===== src/inc/rcwc_params.svh =====
`ifndef RCWC_PARAMS_SVH
`define RCWC_PARAMS_SVH

// Processor clocks from release of the clear input to the first fetch.
`define RCWC_FETCH_DELAY_CLKS 7
// Processor clocks for which the status lines are driven idle on entry to reset.
`define RCWC_STATUS_IDLE_CLKS 1
// Width and idle level of the bus status lines.
`define RCWC_STATUS_W 3
`define RCWC_STATUS_IDLE 3'h7
// Synchroniser bit positions.
`define RCWC_SYNC_W 3
`define RCWC_SYNC_CLEAR 0
`define RCWC_SYNC_TEST 1
`define RCWC_SYNC_OSC 2
// Reset values of the synchroniser flops: clear asserted, test low, oscillator low.
`define RCWC_SYNC_RESET 3'h0

`endif


===== src/inc/rcwc_pkg.sv =====
package rcwc_pkg;

  // Gray along hold -> count -> run.
  typedef enum logic [1:0] {
    RS_HOLD = 2'h0,
    RS_COUNT = 2'h1,
    RS_RUN = 2'h3
  } rcwc_rst_state_type;

  typedef enum logic {
    WS_IDLE = 1'h0,
    WS_WAIT = 1'h1
  } rcwc_wait_state_type;

endpackage : rcwc_pkg


===== src/inc/rcwc_sync_if.sv =====
`include "rcwc_params.svh"

interface rcwc_sync_if;
  logic [`RCWC_SYNC_W-1:0] async_in;
  logic [`RCWC_SYNC_W-1:0] sync_out;

  modport owner (
    output async_in,
    input sync_out
  );

  modport syncer (
    input async_in,
    output sync_out
  );
endinterface : rcwc_sync_if


===== src/rtl/rcwc_sync.sv =====
`include "rcwc_params.svh"

module rcwc_sync #(
  parameter int WIDTH = `RCWC_SYNC_W
) (
  // Clock and reset
  input wire logic sys_clk,
  input wire logic rst,
  // Pins in, synchronised levels out
  rcwc_sync_if.syncer sif
);

  // Refused at elaboration: the bit positions of the pins are fixed.
  if (WIDTH != `RCWC_SYNC_W) begin : g_bad_width
    $error("rcwc_sync: WIDTH must match the synchroniser layout.");
  end

  localparam logic [WIDTH-1:0] SYNC_RESET = `RCWC_SYNC_RESET;

  // ****************************************************************
  // Two-flop synchroniser, one per pin.
  // ****************************************************************
  genvar gi;
  generate
    for (gi = 0; gi < WIDTH; gi++) begin : g_bit
      logic meta_reg;
      logic stable_reg;
      // The first flop is read only by the second.
      always_ff @(posedge sys_clk) begin
        if (rst) begin
          meta_reg <= SYNC_RESET[gi];
          stable_reg <= SYNC_RESET[gi];
        end else begin
          meta_reg <= sif.async_in[gi];
          stable_reg <= meta_reg;
        end
      end
      assign sif.sync_out[gi] = stable_reg;
    end
  endgenerate

endmodule : rcwc_sync


===== src/rtl/rcwc_top.sv =====
`include "rcwc_params.svh"

// Operation
// - Clear input low stops activity at once, clears logic, holds core dormant.
// - Clear input may be asynchronous; it is synchronised before use.
// - Fetching starts seven processor clocks after clear input returns high.
// - On reset entry, status lines driven idle one clock, then released.
// - Reset output is high, clock-aligned, whole clocks long, tracking clear input.
// - Processor clock is the oscillator input divided by two.
// - Divided clock goes out with 50 percent duty; it times reset output, fetch and idle counts, and test resampling.
// - Wait with test high suspends, resamples test, resumes once test low.
// - While suspended on test, enabled interrupts are still serviced.
// - Test input is synchronised before it is evaluated.
module rcwc_top
  import rcwc_pkg::*;
#(
  parameter int FETCH_DELAY = `RCWC_FETCH_DELAY_CLKS,
  parameter int STATUS_IDLE_CLKS = `RCWC_STATUS_IDLE_CLKS
) (
  // Clock and reset
  input wire logic sys_clk,
  input wire logic rst,
  // Oscillator pins
  input wire logic oscillator_in_a,
  input wire logic oscillator_in_b,
  output logic divided_clock_out,
  // Reset pins
  input wire logic system_clear_in_n,
  output logic reset_out,
  // Core sequencing
  output logic core_dormant,
  output logic fetch_start,
  // Bus status pins
  input wire logic [`RCWC_STATUS_W-1:0] core_status,
  output logic [`RCWC_STATUS_W-1:0] status_out,
  output logic [`RCWC_STATUS_W-1:0] status_oe_n,
  // Wait on test pin
  input wire logic test_in,
  input wire logic wait_begin,
  output logic wait_stall,
  output logic wait_done,
  // Interrupts during wait
  input wire logic intr_enabled,
  input wire logic intr_pending,
  output logic intr_grant
);

  // Refused at elaboration: the counters are four and two bits wide.
  if (FETCH_DELAY < 1 || FETCH_DELAY > 15) begin : g_bad_fetch_delay
    $error("rcwc_top: FETCH_DELAY must lie in 1 to 15.");
  end
  if (STATUS_IDLE_CLKS < 1 || STATUS_IDLE_CLKS > 3) begin : g_bad_idle_clks
    $error("rcwc_top: STATUS_IDLE_CLKS must lie in 1 to 3.");
  end

  localparam logic [3:0] FETCH_LAST = 4'(FETCH_DELAY);
  localparam logic [1:0] IDLE_LAST = 2'(STATUS_IDLE_CLKS);
  localparam logic [`RCWC_STATUS_W-1:0] STATUS_IDLE = `RCWC_STATUS_IDLE;

  // ****************************************************************
  // Pin synchronisers.
  // ****************************************************************
  rcwc_sync_if sif ();

  assign sif.async_in[`RCWC_SYNC_CLEAR] = system_clear_in_n;
  assign sif.async_in[`RCWC_SYNC_TEST] = test_in;
  assign sif.async_in[`RCWC_SYNC_OSC] = oscillator_in_a;

  rcwc_sync #(
    .WIDTH(`RCWC_SYNC_W)
  ) u_sync (
    .sys_clk(sys_clk),
    .rst(rst),
    .sif(sif)
  );

  wire clear_active = ~sif.sync_out[`RCWC_SYNC_CLEAR];
  wire test_high = sif.sync_out[`RCWC_SYNC_TEST];
  wire osc_level = sif.sync_out[`RCWC_SYNC_OSC];

  // ****************************************************************
  // Clock divider.
  // ****************************************************************
  // The second crystal pin only matters to the analogue oscillator; the
  // divider follows the first pin alone, so a floating second pin is harmless.
  logic osc_prev_reg;
  logic div_clk_reg;
  logic div_clk_next;

  wire osc_rise = osc_level & ~osc_prev_reg;
  // Every processor clock boundary is a rising edge of the divided clock.
  wire proc_tick = osc_rise & ~div_clk_reg;

  assign div_clk_next = osc_rise ? ~div_clk_reg : div_clk_reg;

  always_ff @(posedge sys_clk) begin
    if (rst) begin
      osc_prev_reg <= 1'h0;
      div_clk_reg <= 1'h0;
    end else begin
      osc_prev_reg <= osc_level;
      div_clk_reg <= div_clk_next;
    end
  end

  // Toggling on every oscillator rise gives equal high and low halves.
  assign divided_clock_out = div_clk_reg;

  // ****************************************************************
  // Reset sequencer.
  // ****************************************************************
  rcwc_rst_state_type rst_state_reg;
  rcwc_rst_state_type rst_state_next;
  logic [3:0] fetch_cnt_reg;
  logic [3:0] fetch_cnt_next;
  logic reset_out_reg;
  logic reset_out_next;
  logic dormant_reg;
  logic fetch_start_reg;

  wire fetch_due = proc_tick && (fetch_cnt_reg == FETCH_LAST - 4'h1);
  wire reset_entry = clear_active && (rst_state_reg != RS_HOLD);

  always_comb begin
    rst_state_next = rst_state_reg;
    fetch_cnt_next = fetch_cnt_reg;
    case (rst_state_reg)
      RS_HOLD: begin
        fetch_cnt_next = 4'h0;
        if (!clear_active) begin
          rst_state_next = RS_COUNT;
        end
      end
      RS_COUNT: begin
        if (fetch_due) begin
          rst_state_next = RS_RUN;
        end else if (proc_tick) begin
          fetch_cnt_next = fetch_cnt_reg + 4'h1;
        end
      end
      RS_RUN: begin
        fetch_cnt_next = 4'h0;
      end
      default: begin
        rst_state_next = RS_HOLD;
        fetch_cnt_next = 4'h0;
      end
    endcase
    // A clear in any state wins at once.
    if (clear_active) begin
      rst_state_next = RS_HOLD;
      fetch_cnt_next = 4'h0;
    end
  end

  // The reset output only moves on processor clock boundaries, so its
  // length is a whole number of processor clocks.
  assign reset_out_next = proc_tick ? clear_active : reset_out_reg;

  always_ff @(posedge sys_clk) begin
    if (rst) begin
      rst_state_reg <= RS_HOLD;
      fetch_cnt_reg <= 4'h0;
      reset_out_reg <= 1'h1;
      dormant_reg <= 1'h1;
      fetch_start_reg <= 1'h0;
    end else begin
      rst_state_reg <= rst_state_next;
      fetch_cnt_reg <= fetch_cnt_next;
      reset_out_reg <= reset_out_next;
      dormant_reg <= (rst_state_next != RS_RUN);
      fetch_start_reg <= (rst_state_reg == RS_COUNT) && fetch_due && !clear_active;
    end
  end

  assign reset_out = reset_out_reg;
  assign core_dormant = dormant_reg;
  assign fetch_start = fetch_start_reg;

  // ****************************************************************
  // Bus status lines.
  // ****************************************************************
  // The idle drive lasts from entry through STATUS_IDLE_CLKS whole processor
  // clocks; the partial clock in which reset arrives is not counted.
  logic idle_drive_reg;
  logic [1:0] idle_cnt_reg;
  logic [`RCWC_STATUS_W-1:0] status_out_reg;
  logic status_oe_n_reg;

  wire idle_done = proc_tick && (idle_cnt_reg == IDLE_LAST);
  wire drive_core = (rst_state_reg == RS_RUN) && !clear_active;

  always_ff @(posedge sys_clk) begin
    if (rst) begin
      idle_drive_reg <= 1'h0;
      idle_cnt_reg <= 2'h0;
    end else if (reset_entry) begin
      idle_drive_reg <= 1'h1;
      idle_cnt_reg <= 2'h0;
    end else if (idle_done) begin
      idle_drive_reg <= 1'h0;
      idle_cnt_reg <= 2'h0;
    end else if (idle_drive_reg && proc_tick) begin
      idle_cnt_reg <= idle_cnt_reg + 2'h1;
    end
  end

  always_ff @(posedge sys_clk) begin
    if (rst) begin
      status_out_reg <= STATUS_IDLE;
      status_oe_n_reg <= 1'h1;
    end else if (reset_entry || (idle_drive_reg && !idle_done)) begin
      status_out_reg <= STATUS_IDLE;
      status_oe_n_reg <= 1'h0;
    end else if (drive_core) begin
      status_out_reg <= core_status;
      status_oe_n_reg <= 1'h0;
    end else begin
      status_out_reg <= STATUS_IDLE;
      status_oe_n_reg <= 1'h1;
    end
  end

  assign status_out = status_out_reg;
  assign status_oe_n = {`RCWC_STATUS_W{status_oe_n_reg}};

  // ****************************************************************
  // Wait on the test pin.
  // ****************************************************************
  rcwc_wait_state_type wait_state_reg;
  rcwc_wait_state_type wait_state_next;
  logic wait_done_reg;
  logic wait_done_next;

  wire running = (rst_state_reg == RS_RUN) && !clear_active;

  always_comb begin
    wait_state_next = wait_state_reg;
    wait_done_next = 1'h0;
    case (wait_state_reg)
      WS_IDLE: begin
        if (running && wait_begin) begin
          if (test_high) begin
            wait_state_next = WS_WAIT;
          end else begin
            wait_done_next = 1'h1;
          end
        end
      end
      WS_WAIT: begin
        // Test is resampled once per processor clock.
        if (proc_tick && !test_high) begin
          wait_state_next = WS_IDLE;
          wait_done_next = 1'h1;
        end
      end
      default: begin
        wait_state_next = WS_IDLE;
      end
    endcase
    if (!running) begin
      wait_state_next = WS_IDLE;
      wait_done_next = 1'h0;
    end
  end

  always_ff @(posedge sys_clk) begin
    if (rst) begin
      wait_state_reg <= WS_IDLE;
      wait_done_reg <= 1'h0;
    end else begin
      wait_state_reg <= wait_state_next;
      wait_done_reg <= wait_done_next;
    end
  end

  assign wait_stall = (wait_state_reg == WS_WAIT);
  assign wait_done = wait_done_reg;
  // The wait stays pending while the interrupt is taken, as on return the
  // core re-enters the same wait.
  assign intr_grant = wait_stall && running && intr_enabled && intr_pending;

endmodule : rcwc_top


===== config.mk =====
export PLATFORM = sky130hd
export DESIGN_NAME = rcwc_top
export DESIGN_NICKNAME = d
export VERILOG_FILES = /design/src/inc/rcwc_pkg.sv /design/src/inc/rcwc_sync_if.sv /design/src/rtl/rcwc_sync.sv /design/src/rtl/rcwc_top.sv
export VERILOG_INCLUDE_DIRS = /design/src /design/src/inc
export SDC_FILE = /design/constraint.sdc
export NUM_CORES = 1
export LEC_CHECK = 0
export ABC_AREA = 1
export BUFFER_PORTS_ARGS = -buffer_cell sky130_fd_sc_hd__buf_2
export CORE_UTILIZATION = 46
export DETAILED_ROUTE_END_ITERATION = 12
export PLACE_DENSITY_LB_ADDON = 0.08
export SKIP_LAST_GASP = 1
export SLEW_MARGIN = 40
export SYNTH_ARGS = -nofsm -noshare
export SYNTH_HDL_FRONTEND = slang
export SYNTH_SLANG_ARGS = --single-unit
export TNS_END_PERCENT = 5

===== constraint.sdc =====
create_clock -name sys_clk -period 1.2 [get_ports sys_clk]
set_clock_uncertainty 0.1 [all_clocks]
set_input_delay 0.12 -clock sys_clk [delete_from_list [all_inputs] [get_ports sys_clk]]
set_output_delay 0.12 -clock sys_clk [all_outputs]
set_load 0.005 [all_outputs]

==> results.rst, run 1 <==
.. list-table::
   :header-rows: 1

   * - Metric
     - Value
   * - Outcome
     - finished with violations
   * - Failing checks
     - setup timing
   * - Largest net degree at the start of global routing
     - 16
   * - Pin slew with the least headroom to its limit
     - 0.2499 ns
   * - Register share of total power
     - 0.560
   * - End of the worst hold path
     - u_sync.g_bit[0].stable_reg
   * - Inserted Clock Buffers
     - 3
   * - Count of TritonRoute iterations in the first routing pass
     - 5
   * - Total Nets Final
     - 187
   * - Area fraction of the dominant cell type after synthesis
     - 0.4848
   * - Sw Pwr
     - 318.1 µW
   * - Initial standard-cell utilization of the core
     - 0.4853
   * - Inserted Diodes
     - 0
   * - Max FFs per register
     - 4
   * - IR Drop Worst-Case VDD
     - 860.0 µV
   * - Worst Setup Start Kind
     - flip-flop
   * - Register cell area after layout
     - 528.0 µm²
   * - Die Wd
     - 50.31 µm
   * - Register-to-register setup slack
     - -0.07 ns
   * - Wire length of the first global-routing pass
     - 3346 µm
   * - Vias after detailed routing
     - 920
   * - Largest buffer count on any clock path
     - 2
   * - Placed cell areas
     - 1220 µm²
   * - Fraction of power consumed by the clock network
     - 0.374
   * - Proportion of total power due to net switching
     - 0.2002
   * - Count of clock tree sinks
     - 26
   * - Number of violations reported at the end of detailed-routing iteration 0
     - 13
   * - Pwr/cell area
     - 1120 nW/µm²
   * - Count of boundary I/O pins
     - 25
   * - Setup-failing EPs final
     - 14
   * - Number of distinct library cell variants in the gate-level netlist after synthesis
     - 24
   * - Endpoint of the most critical register-to-register path
     - idle_cnt_reg[1]
   * - Number of max-cap violations
     - 0
   * - Area of the placeable core
     - 2212 µm²
   * - Worst reg-to-reg path cell count
     - 5
   * - Largest fanout on the critical path
     - 2
   * - Antenna viol nets, final
     - 0
   * - Number of I/O port buffers
     - 23
   * - Final-layout fill cell count
     - 194
   * - Y dimension of the die
     - 50.31 µm
   * - Layout cells sized above 1
     - 0.3626
   * - Post-synthesis instance area
     - 1074 µm²
   * - Internal power component
     - 1.271 mW
   * - Hold Path Class
     - flip-flop to flip-flop
   * - Leading cell types in the layout, fill and taps excluded
     - 24 x nand2_1, 23 x buf_2, 22 x dfxtp_1
   * - #FFs+latches synth
     - 26
   * - Worst setup path category
     - flip-flop to primary output
   * - FF-to-FF Start
     - rst_state_reg[1]
   * - Share of power burned in combinational logic
     - 0.065
   * - Cell accounting for the most synthesized area
     - dfxtp_1
   * - Period utilization
     - 1.123
   * - Die area
     - 2531 µm²
   * - Routed len/inst
     - 10.48 µm
   * - Hold violation count in the final report
     - 0
   * - Maximum frequency from static timing analysis
     - 0.7418 GHz
   * - Source-to-sink clock delay at the later pin of the worst-skew pair
     - 0.32 ns
   * - Total of warnings raised by yosys
     - 0
   * - Total congestion overflow after global routing
     - 0
   * - RSZ-0062 raised after global routing
     - yes
   * - Largest cells by area after synthesis
     - dfxtp_1 48%, nand2_1 8.4%, inv_1 6.6%
   * - Crit path DAT
     - 1.13 ns
   * - Global placer's final weighted congestion
     - 0.7034
   * - Kind of end point of the critical path
     - primary output
   * - Most common cell after layout, fill and taps aside
     - nand2_1
   * - Post-synthesis net count
     - 146
   * - Portion of the post-synthesis area used by sequential elements
     - 0.4848
   * - Final-layout worst hold slack
     - 0.3074 ns
   * - Worst rel slew slack
     - 0.8333
   * - H-tree level count
     - 1
   * - Clock tree from TritonCTS
     - built
   * - Leakage power figure
     - 0.6375 nW
   * - Number of cells on the worst hold path
     - 2
   * - Pins over their slew limit
     - 0
   * - Hold path startpoint
     - u_sync.g_bit[0].meta_reg
   * - Half-perimeter wire length of the detailed placement result
     - 1377 µm
   * - Data required time at the worst endpoint
     - 0.98 ns
   * - Via count of the first global-routing pass
     - 875
   * - Area added between synthesis and finish
     - 32.17%
   * - GRT Total Usage
     - 0.1766
   * - Area of the multi-input gates
     - 444.2 µm²
   * - Final min period
     - 1.348 ns
   * - Buffer cell driving the clock tree root
     - clkbuf_4
   * - Antenna violations before repair
     - 0
   * - Routed wire length
     - 2085 µm
   * - Total number of placement rows
     - 17
   * - Cell count after synthesis
     - 131
   * - Per-cell via count in the routed design
     - 4.623
   * - Post-CTS clock slew at the launch and capture registers of the worst setup and hold paths
     - 0.15 ns
   * - Post-layout worst setup margin
     - -0.1481 ns
   * - DRC violation count after routing
     - 0
   * - Synthesized area divided by synthesized cell count
     - 8.195 µm²
   * - Final non-filler cell area
     - 1419 µm²
==> power groups by stage <==
stage               Clock, mW  Combinational [mW]  Sequential (mW)
floorplan                   0              0.0470            0.910
global placement            0              0.0764            0.910
detailed placement          0              0.0793            0.911
CTS                     0.604               0.104            0.893
global route            0.647               0.115            0.893
finish                  0.595               0.104            0.891
==> how the worst max path moves through the flow <==
| stage | startpoint | endpoint | slack, ns | cells past startpoint |
|---|---|---|---|---|
| 2_1_floorplan | fetch_cnt_reg[0] | fetch_cnt_reg[1] | 0.03 | 8 |
| 3_3_place_gp | fetch_cnt_reg[0] | fetch_cnt_reg[1] | 0.0006 | 8 |
| 3_5_place_dp | fetch_cnt_reg[0] | fetch_cnt_reg[1] | -0.04 | 8 |
| 4_1_cts | u_sync.g_bit[0].stable_reg | intr_grant | -0.17 | 5 |
| 5_1_grt | u_sync.g_bit[0].stable_reg | intr_grant | -0.20 | 5 |
| 6_report | u_sync.g_bit[0].stable_reg | intr_grant | -0.15 | 5 |
==> critical path: stages, from the launching register on <==
cell and delay (ns):
dfxtp_2 0.39, nand2_4 0.07, nor2_4 0.11, inv_4 0.05, nor2_4 0.07, buf_2 0.11
==> synth_stat cells <==
master / instances
nand2_2: 3
xor2_1: 1
nor3_2: 1
nand3_1: 5
buf_4: 3
buf_2: 1
and2_1: 1
nor2_1: 12
inv_1: 19
nand4_1: 4
dfxtp_1: 26
nand2_1: 24
nand3_2: 1
nor2_8: 1
nor2_4: 2
inv_2: 6
o21ai_0: 1
o21bai_2: 1
ha_1: 3
a21oi_1: 9
nor2_2: 4
a31oi_1: 1
a21boi_2: 1
o21ai_2: 1
==> metal layers <==
layer  vias up  track usage  routed length [µm]
li1        477            -                   -
met1       426       0.1847                 879
met2        15       0.3311                1120
met3         2      0.03636                  58
met4         0      0.08333                  27
met5         -            0                   0
==> kinds of logic (layout without fill, tap and decap cells) <==
logic type | Yosys count | after routing | share of synthesized area
buffers and inverters | 29 | 69 | 0.1130
AOI/OAI and AO/OA | 14 | 14 | 0.08158
xor gates and xnor gates | 1 | 1 | 0.008160
and+or+nand+nor | 58 | 58 | 0.2774
DFF | 26 | 26 | 0.4848
adders and majority gates | 3 | 3 | 0.03497
==> per-stage QoR <==
stage	TNS (ns)	total power, mW	utilization	setup WS [ns]	std cells
after floorplan	0	0.9568	-	0.02772	131
after global placement	0	0.9865	0.5515	0.0006233	181
after detailed placement	-0.1170	0.9904	0.5515	-0.03519	181
after CTS	-0.6048	1.602	0.6346	-0.1713	198
after global routing	-1.635	1.655	0.6414	-0.2047	199
final	-0.5872	1.589	0.6414	-0.1481	199
==> layout make-up <==
class | instances | area share
Inverter | 25 | 0.06790
Multi-Input combinational cell | 76 | 0.3131
Clock inverter | 1 | 0.02116
Tap cell | 28 | 0.02469
Clock buffer | 3 | 0.01587
Timing Repair Buffer | 40 | 0.1852
Sequential cell | 26 | 0.3721
==> timing repair <==
action,4_1_cts,5_1_grt
gates resized for setup,6,2
buffers inserted,5,1
hold buffers,8,0
pin swaps,3,3
hold endpoints to repair,9,0
endpoints found under the setup margin,8,17
No activity file was read; power rests on OpenSTA's default activity.
==> run 2, diff against run 1 <==
Settings changed: CORE_MARGIN from default to 5.
==> run 2 against run 1 <==
  * Sequential power barely moved
  * Largest power group unchanged
  * The flow still finishes with violations (setup timing)
  * Register-to-register slack improved by 0.02 ns
  * Fmax rose by 0.91%
  * Critical path type unchanged
==> results.rst, run 2 (synthesis gave the netlist of run 1 again) <==
.. list-table::
   :header-rows: 1

   * - Metric
     - Value
   * - Outcome
     - finished with violations (unchanged)
   * - Failing checks
     - setup timing (unchanged)
   * - Leakage power figure
     - 0.6356 nW (was 0.6375 nW)
   * - Data required time at the worst endpoint
     - 0.98 ns (about the same)
   * - Worst reg-to-reg path cell count
     - 7 (was 5)
   * - Internal power component
     - 1.121 mW (was 1.271 mW)
   * - End of the worst hold path
     - u_sync.g_bit[0].stable_reg (unchanged)
   * - Final-layout fill cell count
     - 198 (was 194)
   * - Antenna violations before repair
     - 0 (unchanged)
   * - Per-cell via count in the routed design
     - 4.635 (was 4.623)
   * - DRC violation count after routing
     - 0 (unchanged)
   * - Vias after detailed routing
     - 927 (was 920)
   * - Register share of total power
     - 0.619 (was 0.560)
   * - Leading cell types in the layout, fill and taps excluded
     - 24 x nand2_1, 23 x buf_2, 22 x dfxtp_1 (unchanged)
   * - Routed len/inst
     - 11.07 µm (was 10.48 µm)
   * - Layout cells sized above 1
     - 0.3663 (was 0.3626)
   * - Worst setup path category
     - flip-flop to primary output (unchanged)
   * - Largest buffer count on any clock path
     - 2 (unchanged)
   * - Wire length of the first global-routing pass
     - 3760 µm (was 3346 µm)
   * - GRT Total Usage
     - 0.1442 (was 0.1766)
   * - Total number of placement rows
     - 17 (unchanged)
   * - Register cell area after layout
     - 525.5 µm² (was 528.0 µm²)
   * - Inserted Diodes
     - 0 (unchanged)
   * - Kind of end point of the critical path
     - primary output (unchanged)
   * - Worst Setup Start Kind
     - flip-flop (unchanged)
   * - Proportion of total power due to net switching
     - 0.2220 (was 0.2002)
   * - Hold path startpoint
     - u_sync.g_bit[0].meta_reg (unchanged)
   * - Fraction of power consumed by the clock network
     - 0.308 (was 0.374)
   * - Worst rel slew slack
     - 0.8319 (was 0.8333)
   * - Buffer cell driving the clock tree root
     - clkbuf_4 (unchanged)
   * - Antenna viol nets, final
     - 0 (unchanged)
   * - Max FFs per register
     - 4 (unchanged)
   * - Total Nets Final
     - 188 (was 187)
   * - Final non-filler cell area
     - 1403 µm² (was 1419 µm²)
   * - Count of TritonRoute iterations in the first routing pass
     - 4 (was 5)
   * - Count of clock tree sinks
     - 26 (unchanged)
   * - IR Drop Worst-Case VDD
     - 817.5 µV (was 860.0 µV)
   * - Routed wire length
     - 2213 µm (was 2085 µm)
   * - Count of boundary I/O pins
     - 25 (unchanged)
   * - Y dimension of the die
     - 58.31 µm (was 50.31 µm)
   * - Die area
     - 3400 µm² (was 2531 µm²)
   * - Hold violation count in the final report
     - 0 (unchanged)
   * - Launching element of the worst setup path
     - u_sync.g_bit[0].stable_reg (unchanged)
   * - Final min period
     - 1.336 ns (was 1.348 ns)
   * - Setup-failing EPs final
     - 12 (was 14)
   * - Inserted Clock Buffers
     - 3 (unchanged)
   * - RSZ-0062 raised after global routing
     - yes (unchanged)
   * - Register-to-register setup slack
     - -0.05 ns (was -0.07 ns)
   * - Most common cell after layout, fill and taps aside
     - nand2_1 (unchanged)
   * - Via count of the first global-routing pass
     - 869 (was 875)
   * - Placed cell areas
     - 1220 µm² (unchanged)
   * - Area added between synthesis and finish
     - 30.65% (was 32.17%)
   * - Period utilization
     - 1.113 (was 1.123)
   * - Number of violations reported at the end of detailed-routing iteration 0
     - 14 (was 13)
   * - Number of I/O port buffers
     - 23 (unchanged)
   * - Post-layout worst setup margin
     - -0.1360 ns (was -0.1481 ns)
   * - Final total negative setup slack
     - -0.3683 ns (was -0.5872 ns)
   * - Source-to-sink clock delay at the later pin of the worst-skew pair
     - 0.33 ns (was 0.32 ns)
   * - Number of max-cap violations
     - 0 (unchanged)
   * - Maximum frequency from static timing analysis
     - 0.7485 GHz (was 0.7418 GHz)
   * - Initial standard-cell utilization of the core
     - 0.4853 (unchanged)
   * - Post-CTS clock slew at the launch and capture registers of the worst setup and hold paths
     - 0.15 ns (about the same)
   * - Hold Path Class
     - flip-flop to flip-flop (unchanged)
   * - Pin slew with the least headroom to its limit
     - 0.2520 ns (was 0.2499 ns)
   * - Die Wd
     - 58.31 µm (was 50.31 µm)
   * - Largest net degree at the start of global routing
     - 15 (was 16)
   * - Sw Pwr
     - 320.0 µW (was 318.1 µW)
   * - Pwr/cell area
     - 1028 nW/µm² (was 1120 nW/µm²)
   * - Area of the multi-input gates
     - 439.2 µm² (was 444.2 µm²)
   * - Largest fanout on the critical path
     - 2 (unchanged)
   * - Endpoint of the most critical register-to-register path
     - fetch_cnt_reg[0] (was idle_cnt_reg[1])
   * - Number of cells on the worst hold path
     - 2 (unchanged)
   * - H-tree level count
     - 1 (unchanged)
   * - Total congestion overflow after global routing
     - 0 (unchanged)
   * - Global placer's final weighted congestion
     - 0.7260 (was 0.7034)
   * - Half-perimeter wire length of the detailed placement result
     - 1543 µm (was 1377 µm)
   * - Crit path DAT
     - 1.12 ns (was 1.13 ns)
   * - FF-to-FF Start
     - fetch_cnt_reg[0] (was rst_state_reg[1])
   * - Clock tree from TritonCTS
     - built (unchanged)
   * - Share of power burned in combinational logic
     - 0.073 (was 0.065)
   * - Pins over their slew limit
     - 0 (unchanged)
   * - Area of the placeable core
     - 2212 µm² (unchanged)
run 2: cell types whose count changed in the layout (fill, tap and decap cells not counted), sizes merged:
cell,delta
buf,+1
bufinv,-1
clkbuf,+1
run 2: final cells by class:
| type | instances | share of cell area |
|---|---|---|
| clock buffer | 4 | 0.02587 |
| inverter | 25 | 0.06869 |
| multi-input combinational | 76 | 0.3131 |
| sequential | 26 | 0.3747 |
| tap | 28 | 0.02498 |
| timing repair buffer | 41 | 0.1927 |
run 2: critical path, stage by stage (launching register included):
cell	delay, ns
dfxtp_2	0.38
nand2_4	0.07
nor2_4	0.12
inv_4	0.04
nor2_2	0.07
buf_2	0.11
run 2: worst max-delay path by stage:
stage	slack, ns	endpoint	cells after the start
global route	-0.20	intr_grant	5
floorplan	0.03	fetch_cnt_reg[1]	8
finish	-0.14	intr_grant	5
CTS	-0.15	intr_grant	5
global placement	0.01	fetch_cnt_reg[0]	7
detailed placement	-0.02	fetch_cnt_reg[0]	7
run 2: routing by layer:
metal | up-vias | track usage | routed length (µm)
met3 | 5 | 0.02851 | 85
met2 | 16 | 0.2584 | 1146
li1 | 479 | - | -
met4 | 0 | 0.06954 | 41
met1 | 427 | 0.1615 | 940
met5 | - | 0 | 0
run 2: power by group through the flow:
stage                     Clock (mW)  Sequential (mW)  Combinational, mW
after floorplan                    0            0.910             0.0470
after global placement             0            0.910             0.0766
after detailed placement           0            0.912             0.0799
after CTS                      0.445            0.893              0.104
after global routing           0.491            0.896              0.119
final                          0.444            0.893              0.105
run 2: what timing repair did:
item / 4_1_cts / 5_1_grt
hold endpoints to repair: 9 / 0
endpoints found under the setup margin: 7 / 18
gates resized for setup: 5 / 1
buffers inserted: 5 / 2
pin swaps: 2 / 2
hold buffers: 8 / 0
run 2: through the flow:
stage               setup WS, ns  hold WS, ns  power (mW)  cells    util
global placement         0.01352       0.2209      0.9867    181  0.5515
finish                   -0.1360       0.3080       1.441    200  0.6341
CTS                      -0.1450       0.3114       1.443    198  0.6261
floorplan                0.02772       0.1197      0.9568    131       -
global route             -0.2012       0.3322       1.505    200  0.6341
detailed placement      -0.02375       0.2353      0.9915    181  0.5515
